--- config.mk ---
export PLATFORM = sky130hd
export DESIGN_NAME = pcd_pin_change_detect
export DESIGN_NICKNAME = d
export VERILOG_FILES = /design/src/hw/pcd_pkg.sv /design/src/hw/pin_change_detect.sv
export VERILOG_INCLUDE_DIRS = /design/src /design/src/hw
export SDC_FILE = /design/constraint.sdc
export NUM_CORES = 1
export LEC_CHECK = 0
export ABC_CLOCK_PERIOD_IN_PS = 2300
export BUFFER_PORTS_ARGS = -buffer_cell sky130_fd_sc_hd__buf_4
export CAP_MARGIN = 20
export CORE_ASPECT_RATIO = 0.6
export CORE_MARGIN = 10
export CORE_UTILIZATION = 52
export CTS_CLUSTER_DIAMETER = 120
export DETAILED_ROUTE_END_ITERATION = 8
export GPL_ROUTABILITY_DRIVEN = 0
export PLACE_DENSITY = 0.82
export SLEW_MARGIN = 5
export SYNTH_ARGS = -nofsm -noshare
export SYNTH_HDL_FRONTEND = slang
export SYNTH_SLANG_ARGS = --single-unit
--- constraint.sdc ---
create_clock -name core_clk -period 2.3 [get_ports core_clk]
set_clock_uncertainty 0.05 [all_clocks]
set_input_delay 0.345 -clock core_clk [delete_from_list [all_inputs] [get_ports core_clk]]
set_output_delay 0.345 -clock core_clk [all_outputs]
set_load 0.02 [all_outputs]
--- src/hw/pcd_params.svh ---
// constants of the pin change detect block
// Behaviour
// - every implemented port pin may flag changes, singly or in any combination.
// - changeIrq needs the module enable, irq does not; flags still set without it.
// - each pin has rising and falling detectors armed by its enable bits.
// - both enable bits set means both edge polarities are detected.
// - an enabled edge sets the pin's sticky flag and requests an interrupt.
// - summary flag is the OR of every pin flag, read only.
// - writing zero clears a flag; a coincident edge keeps it set.
// - in sleep an enabled change wakes the device when module enable set.
// - flags are updated before the wake request is raised.
// - port A rise enables are bits 5..0, reset zero, bits 7..6 read zero.
// - port A fall enables are bits 5..0, read write, reset zero.
// - port A flags are bits 5..0, hardware set, software written, reset zero.
// - port B rise enables are bits 7..4, reset zero, bits 3..0 read zero.
// - port B fall enables are bits 7..4, reset zero, bits 3..0 read zero.
// - port B flags are bits 7..4, set by armed edges, software clearable.
// - the unit disable bit holds the edge enables and pin flags in their reset state.
`ifndef PCD_PARAMS_SVH
`define PCD_PARAMS_SVH
`define PCD_OFS_A_RISE    8'h00
`define PCD_OFS_A_FALL    8'h04
`define PCD_OFS_A_FLAGS   8'h08
`define PCD_OFS_B_RISE    8'h0C
`define PCD_OFS_B_FALL    8'h10
`define PCD_OFS_B_FLAGS   8'h14
`define PCD_OFS_CTRL      8'h18
`define PCD_OFS_SUMMARY   8'h1C
`define PCD_OFS_INT_STAT  8'h20
`define PCD_OFS_INT_MASK  8'h24
`define PCD_MASK_A        8'h3F
`define PCD_MASK_B        8'hF0
`define PCD_RESET_BYTE    8'h00
`define PCD_CTRL_IRQ_EN   0
`define PCD_CTRL_DISABLE  1
`define PCD_INT_EDGE      0
`define PCD_INT_WAKE      1
`define PCD_INT_BITS      2
`endif

--- src/hw/pcd_pkg.sv ---
// types shared by the pin change detect block
package pcd_pkg;
  typedef logic [7:0]  pcd_byte_t;
  typedef logic [15:0] pcd_pins_t;
endpackage

--- src/hw/pin_change_detect.sv ---
// pin change detector with wishbone register slave
//
// The register offsets and the Wishbone interface to the registers are this design's own decisions.
`timescale 1ns/1ns
`default_nettype none
`include "pcd_params.svh"

module pcd_pin_change_detect #(
  parameter int ADDR_W = 8
) (
  // clock and reset
  input  wire logic              core_clk,
  input  wire logic              reset_n,
  // wishbone slave
  input  wire logic              cyc_i,
  input  wire logic              stb_i,
  input  wire logic              we_i,
  input  wire logic [ADDR_W-1:0] adr_i,
  input  wire logic [3:0]        sel_i,
  input  wire logic [31:0]       dat_i,
  output logic      [31:0]       dat_o,
  output logic                   ack_o,
  // port pins
  input  wire logic [7:0]        portAPin,
  input  wire logic [7:0]        portBPin,
  // core side
  input  wire logic              sleepMode,
  output logic                   changeIrqSummary,
  output logic                   changeIrq,
  output logic                   wakeRequest,
  output logic                   irq
);

  pcd_pkg::pcd_byte_t portARiseEnable;
  pcd_pkg::pcd_byte_t portAFallEnable;
  pcd_pkg::pcd_byte_t portAChangeFlags;
  pcd_pkg::pcd_byte_t portBRiseEnable;
  pcd_pkg::pcd_byte_t portBFallEnable;
  pcd_pkg::pcd_byte_t portBChangeFlags;
  logic               changeIrqEnable;
  logic               changeUnitDisable;
  logic [`PCD_INT_BITS-1:0] intStatus;
  logic [`PCD_INT_BITS-1:0] intMask;

  pcd_pkg::pcd_pins_t pinSync1;
  pcd_pkg::pcd_pins_t pinSync2;
  pcd_pkg::pcd_pins_t pinLast;
  pcd_pkg::pcd_pins_t riseSeen;
  pcd_pkg::pcd_pins_t fallSeen;
  pcd_pkg::pcd_pins_t riseArmed;
  pcd_pkg::pcd_pins_t fallArmed;
  pcd_pkg::pcd_pins_t pinMask;
  pcd_pkg::pcd_pins_t edgeHit;
  pcd_pkg::pcd_byte_t hitA;
  pcd_pkg::pcd_byte_t hitB;

  logic               busReq;
  logic               wrStrobe;
  logic               wrLane0;
  pcd_pkg::pcd_byte_t wrByte;
  logic [31:0]        next_readData;

  // ---------------------------------------------------------------
  // pin synchronisers; the first stage feeds only the second
  // ---------------------------------------------------------------
  genvar gi;
  generate
    for (gi = 0; gi < 16; gi++) begin : g_pin
      logic pinRaw;
      assign pinRaw = (gi < 8) ? portAPin[gi % 8] : portBPin[gi % 8];
      always_ff @(posedge core_clk or negedge reset_n) begin
        if (!reset_n) begin
          pinSync1[gi] <= 1'b0;
          pinSync2[gi] <= 1'b0;
          pinLast[gi]  <= 1'b0;
        end else begin
          pinSync1[gi] <= pinRaw;
          pinSync2[gi] <= pinSync1[gi];
          pinLast[gi]  <= pinSync2[gi];
        end
      end
      // one cycle per change because pinLast catches up next edge
      assign riseSeen[gi] = pinSync2[gi] & ~pinLast[gi];
      assign fallSeen[gi] = ~pinSync2[gi] & pinLast[gi];
    end
  endgenerate

  // ---------------------------------------------------------------
  // edge qualification
  // ---------------------------------------------------------------
  assign riseArmed = {portBRiseEnable, portARiseEnable};
  assign fallArmed = {portBFallEnable, portAFallEnable};
  assign pinMask   = {`PCD_MASK_B, `PCD_MASK_A};

  // each detector armed separately, both may be armed at once
  assign edgeHit = ((riseSeen & riseArmed) | (fallSeen & fallArmed))
                   & pinMask & {16{~changeUnitDisable}};
  assign hitA = edgeHit[7:0];
  assign hitB = edgeHit[15:8];

  // ---------------------------------------------------------------
  // wishbone decode: ack one cycle after the request, write at ack
  // ---------------------------------------------------------------
  assign busReq   = cyc_i & stb_i;
  assign wrStrobe = busReq & we_i & ack_o;
  assign wrLane0  = wrStrobe & sel_i[0];
  assign wrByte   = dat_i[7:0];

  always_ff @(posedge core_clk or negedge reset_n) begin
    if (!reset_n) begin
      ack_o <= 1'b0;
    end else begin
      ack_o <= busReq & ~ack_o;
    end
  end

  // ---------------------------------------------------------------
  // control register, not affected by the unit disable
  // ---------------------------------------------------------------
  always_ff @(posedge core_clk or negedge reset_n) begin
    if (!reset_n) begin
      changeIrqEnable   <= 1'b0;
      changeUnitDisable <= 1'b0;
    end else if (wrLane0 && adr_i == ADDR_W'(`PCD_OFS_CTRL)) begin
      changeIrqEnable   <= wrByte[`PCD_CTRL_IRQ_EN];
      changeUnitDisable <= wrByte[`PCD_CTRL_DISABLE];
    end
  end

  // ---------------------------------------------------------------
  // edge enables; a disabled unit is held at reset and drops writes
  // ---------------------------------------------------------------
  always_ff @(posedge core_clk or negedge reset_n) begin
    if (!reset_n) begin
      portARiseEnable <= `PCD_RESET_BYTE;
      portAFallEnable <= `PCD_RESET_BYTE;
    end else if (changeUnitDisable) begin
      portARiseEnable <= `PCD_RESET_BYTE;
      portAFallEnable <= `PCD_RESET_BYTE;
    end else if (wrLane0) begin
      if (adr_i == ADDR_W'(`PCD_OFS_A_RISE))
        portARiseEnable <= wrByte & `PCD_MASK_A;
      if (adr_i == ADDR_W'(`PCD_OFS_A_FALL))
        portAFallEnable <= wrByte & `PCD_MASK_A;
    end
  end

  always_ff @(posedge core_clk or negedge reset_n) begin
    if (!reset_n) begin
      portBRiseEnable <= `PCD_RESET_BYTE;
      portBFallEnable <= `PCD_RESET_BYTE;
    end else if (changeUnitDisable) begin
      portBRiseEnable <= `PCD_RESET_BYTE;
      portBFallEnable <= `PCD_RESET_BYTE;
    end else if (wrLane0) begin
      if (adr_i == ADDR_W'(`PCD_OFS_B_RISE))
        portBRiseEnable <= wrByte & `PCD_MASK_B;
      if (adr_i == ADDR_W'(`PCD_OFS_B_FALL))
        portBFallEnable <= wrByte & `PCD_MASK_B;
    end
  end

  // ---------------------------------------------------------------
  // sticky flags: a hit in the cycle of a write survives the write,
  // so a read-modify-write clear keeps a fresh edge only if it lands in the write cycle
  // ---------------------------------------------------------------
  always_ff @(posedge core_clk or negedge reset_n) begin
    if (!reset_n) begin
      portAChangeFlags <= `PCD_RESET_BYTE;
    end else if (changeUnitDisable) begin
      portAChangeFlags <= `PCD_RESET_BYTE;
    end else if (wrLane0 && adr_i == ADDR_W'(`PCD_OFS_A_FLAGS)) begin
      portAChangeFlags <= (wrByte | hitA) & `PCD_MASK_A;
    end else begin
      portAChangeFlags <= portAChangeFlags | hitA;
    end
  end

  always_ff @(posedge core_clk or negedge reset_n) begin
    if (!reset_n) begin
      portBChangeFlags <= `PCD_RESET_BYTE;
    end else if (changeUnitDisable) begin
      portBChangeFlags <= `PCD_RESET_BYTE;
    end else if (wrLane0 && adr_i == ADDR_W'(`PCD_OFS_B_FLAGS)) begin
      portBChangeFlags <= (wrByte | hitB) & `PCD_MASK_B;
    end else begin
      portBChangeFlags <= portBChangeFlags | hitB;
    end
  end

  // ---------------------------------------------------------------
  // request, summary and wake; wake is taken from the flags so the
  // flags are already written when the core resumes
  // ---------------------------------------------------------------
  assign changeIrqSummary = |{portBChangeFlags, portAChangeFlags};
  assign changeIrq        = changeIrqSummary & changeIrqEnable;
  assign wakeRequest      = sleepMode & changeIrq;

  // ---------------------------------------------------------------
  // event status, write one to clear, set beats clear
  // ---------------------------------------------------------------
  logic [`PCD_INT_BITS-1:0] intEvent;
  assign intEvent[`PCD_INT_EDGE] = |edgeHit;
  assign intEvent[`PCD_INT_WAKE] = wakeRequest;

  always_ff @(posedge core_clk or negedge reset_n) begin
    if (!reset_n) begin
      intStatus <= '0;
    end else if (wrLane0 && adr_i == ADDR_W'(`PCD_OFS_INT_STAT)) begin
      intStatus <= (intStatus & ~wrByte[`PCD_INT_BITS-1:0]) | intEvent;
    end else begin
      intStatus <= intStatus | intEvent;
    end
  end

  always_ff @(posedge core_clk or negedge reset_n) begin
    if (!reset_n) begin
      intMask <= '0;
    end else if (wrLane0 && adr_i == ADDR_W'(`PCD_OFS_INT_MASK)) begin
      intMask <= wrByte[`PCD_INT_BITS-1:0];
    end
  end

  assign irq = |(intStatus & intMask);

  // ---------------------------------------------------------------
  // read data, latched in the request cycle and shown with ack;
  // unmapped addresses answer zero
  // ---------------------------------------------------------------
  always_comb begin
    next_readData = '0;
    if (adr_i == ADDR_W'(`PCD_OFS_A_RISE))
      next_readData[7:0] = portARiseEnable;
    else if (adr_i == ADDR_W'(`PCD_OFS_A_FALL))
      next_readData[7:0] = portAFallEnable;
    else if (adr_i == ADDR_W'(`PCD_OFS_A_FLAGS))
      next_readData[7:0] = portAChangeFlags;
    else if (adr_i == ADDR_W'(`PCD_OFS_B_RISE))
      next_readData[7:0] = portBRiseEnable;
    else if (adr_i == ADDR_W'(`PCD_OFS_B_FALL))
      next_readData[7:0] = portBFallEnable;
    else if (adr_i == ADDR_W'(`PCD_OFS_B_FLAGS))
      next_readData[7:0] = portBChangeFlags;
    else if (adr_i == ADDR_W'(`PCD_OFS_CTRL)) begin
      next_readData[`PCD_CTRL_IRQ_EN]  = changeIrqEnable;
      next_readData[`PCD_CTRL_DISABLE] = changeUnitDisable;
    end else if (adr_i == ADDR_W'(`PCD_OFS_SUMMARY))
      next_readData[0] = changeIrqSummary;
    else if (adr_i == ADDR_W'(`PCD_OFS_INT_STAT))
      next_readData[`PCD_INT_BITS-1:0] = intStatus;
    else if (adr_i == ADDR_W'(`PCD_OFS_INT_MASK))
      next_readData[`PCD_INT_BITS-1:0] = intMask;
  end

  always_ff @(posedge core_clk or negedge reset_n) begin
    if (!reset_n) begin
      dat_o <= '0;
    end else if (busReq && !ack_o) begin
      dat_o <= next_readData;
    end
  end
endmodule
`default_nettype wire

==> qor.txt <==
GR Util All Layers - 15.62%
met2 usage - 21.81%
final wirelength - 8.050 mm
startpoint types - flop
Area Growth Syn to Fin - 18.50%
die area - 10,490 um2
initial antenna violation count - 0
Max-Cap Viols - 0
met1 global-route usage - 21.20%
CTS H-Tree Depth - 3
wire length per cell - 17.58 um
worst skew pair latency - 0.35 ns
Primary FF master, synth - dfrtp_1
initial cell density of the core - 52.95%
Syn Area/Cell - 11.18 um2
Post-synth ARST share - 100.0%
sequential standard cell area - 1877 um2
actual slew at the worst max-slew pin - 0.5489 ns
register area share after synthesis - 53.78%
worst-path maximum fanout - 4
Synth area leaders - dfrtp_1 54%, mux2i_1 9.5%, buf_4 5.2%, nand2_1 3.2%, nand3b_1 3.0%
global route hottest layer - met2
GRT overflow - 0
LEAKAGE - 2.005 nW
core area - 6590 um2
row cnt - 23
Crit Path Class - flop to output port
RSZ-0062 raised after global routing - no
Num CTS Buffers - 9
required time at the worst-slack endpoint - 1.90 ns
hold crit path type - input pin to flop
met3 global-route usage - 7.868%
number of enable flip-flop cells after synthesis - 0
DP Wirelength - 6.038 mm
number of diodes - 0
Clk pin slew, worst setup/hold paths - 0.08 ns
synth unique cells - 48
area leader, netlist - dfrtp_1
CTS root buffer - clkbuf_8
Worst VDD drop - 0.0004120 V
count leader, synth - dfrtp_1
ratio of cells with drive above 1 in the final layout - 24.26%
DRT Pass-1 Iters - 4
Finished Core Util - 62.75%
pin count of the biggest net entering global routing - 40
Starting DRT DRC Count - 224
Multi-input gate area - 1463 um2
top-area cell type share of the netlist area - 53.78%
setup TNS - 0 ns
Final Cycle Share - 94.83%
vias in the first global route - 2,555
Port Buffers - 45
Syn. warnings - 0
worst slew margin relative to its limit - 63.25%
Power Density - 676.8 nW/um2
first-pass GRT wire length - 13.31 mm
Seq cells post-synth - 75
Die Y - 83.46 um
Synth Cell Area - 3490 um2
vias per std cell - 5.513
Syn Inst Count - 312
IO Pins - 103
Post CTS Setup Buffer Count - 0
CTS Buffer Depth - 2
nets - 432
clk sinks - 75
Synth top cells by count - 75 x dfrtp_1, 33 x mux2i_1, 30 x nand2_1
via count - 2,525
CTS tree - done
# DRC - 0
Die X - 125.8 um
Pins Over Slew Limit - 0
Data arrival, critical path - 1.79 ns
final setup vio count - 0
fill cell count - 572
post-route ant nets - 0
Tmin final - 2.181 ns
Max Clk Rate - 458.5 MHz
Critical Path Sink Type - output port
final hold viol count - 0
status - complete, no violations
## through the flow
| step | setup slack, ns | std cells | hold slack, ns | area [um2] | power [mW] |
|---|---|---|---|---|---|
| after global routing | 0.02136 | 458 | 0.007982 | 4135 | 2.924 |
| after detailed placement | 0.2710 | 441 | 0.2847 | 3879 | 1.611 |
| after global placement | 0.3125 | 441 | 0.2826 | 3879 | 1.604 |
| final | 0.1189 | 458 | 0.04193 | 4135 | 2.799 |
| after CTS | 0.02294 | 458 | 0.02909 | 4129 | 2.822 |
| after floorplan | 0.5132 | 335 | -0.0005911 | 3576 | 1.531 |
## layer usage
metal / vias to the layer above / wire length [um]
met1: 1238 / 3630
met3: 9 / 884
li1: 1170 / -
met5: - / 0
met2: 108 / 3462
met4: 0 / 72
## area by class of cell
cell class | instances | share of cell area (%)
inverter | 3 | 0.2723
clock buffer | 10 | 3.086
sequential | 75 | 45.39
multi-input combinational | 221 | 35.37
timing repair buffer | 56 | 10.53
clock inverter | 6 | 2.723
tap | 87 | 2.632
## power breakdown
group          internal [mW]  total (mW)  switching (mW)
registers               1.36        1.38          0.0225
clock network          0.724        1.21           0.487
logic                 0.0793       0.209           0.130
## sequential cells by signal (all words and copies together) (netlist names)
signal,count
ack_o,1
portAChangeFlags,6
portBFallEnable,4
dat_o,8
intStatus,2
portARiseEnable,6
intMask,2
pinSync1,10
changeIrqEnable,1
pinSync2,10
changeUnitDisable,1
portBRiseEnable,4
pinLast,10
portAFallEnable,6
portBChangeFlags,4
## what timing repair did
action,in CTS,in global routing
endpoints found under the setup margin,0,2
hold buffers,1,0
gates resized for setup,0,1
endpoints found under the hold margin,38,0
## worst max-delay path: stages, from the launching register on
cell	delay, ns
dfrtp_1	0.41
nor4_2	0.34
nand3_1	0.24
and3_1	0.28
buf_4	0.16
## worst paths after layout
path | from | endpoint | slack (ns) | depth (start not counted)
worst min-delay path | portBPin[4] | pinSync1[12] | 0.04 | 1
min in group asynchronous | reset_n | dat_o[2] | 0.46 | 2
worst max-delay path | portBChangeFlags[6] | wakeRequest | 0.12 | 4
max in group asynchronous | reset_n | pinLast[13] | 1.18 | 3
worst max register to register | ack_o | portBChangeFlags[4] | 0.41 | 5
worst min register to register | pinSync1[13] | pinSync2[13] | 0.30 | 0
## placed cells by master, fill, tap and decap left out, drive strengths merged, types with 2 or more instances in the layout
cell type and n:
or2 2, a31oi 9, nand3 4, o21ai 14
nor4 3, clkbuf 10, nand3b 15, conb 24
nand2 31, nand4 2, clkinv 2, mux2i 33
o21a 4, nor2 28, bufinv 3, o41ai 3
a21oi 15, and3 4, buf 55, nor3 4
dfrtp 75, mux2 8, or3 2, mux4 2
inv 4
## logic make-up (layout without fill, tap and decap cells)
logic type	after synthesis	in the layout	synth area share (%)
buffers and inverters	39	75	6.956
DFF	75	75	53.78
muxes	43	43	13.34
and+or+nand+nor	101	101	16.57
other	1	24	0.1075
AOI/OAI and AO/OA	53	53	9.251
Power figures use the tool's default switching activity.
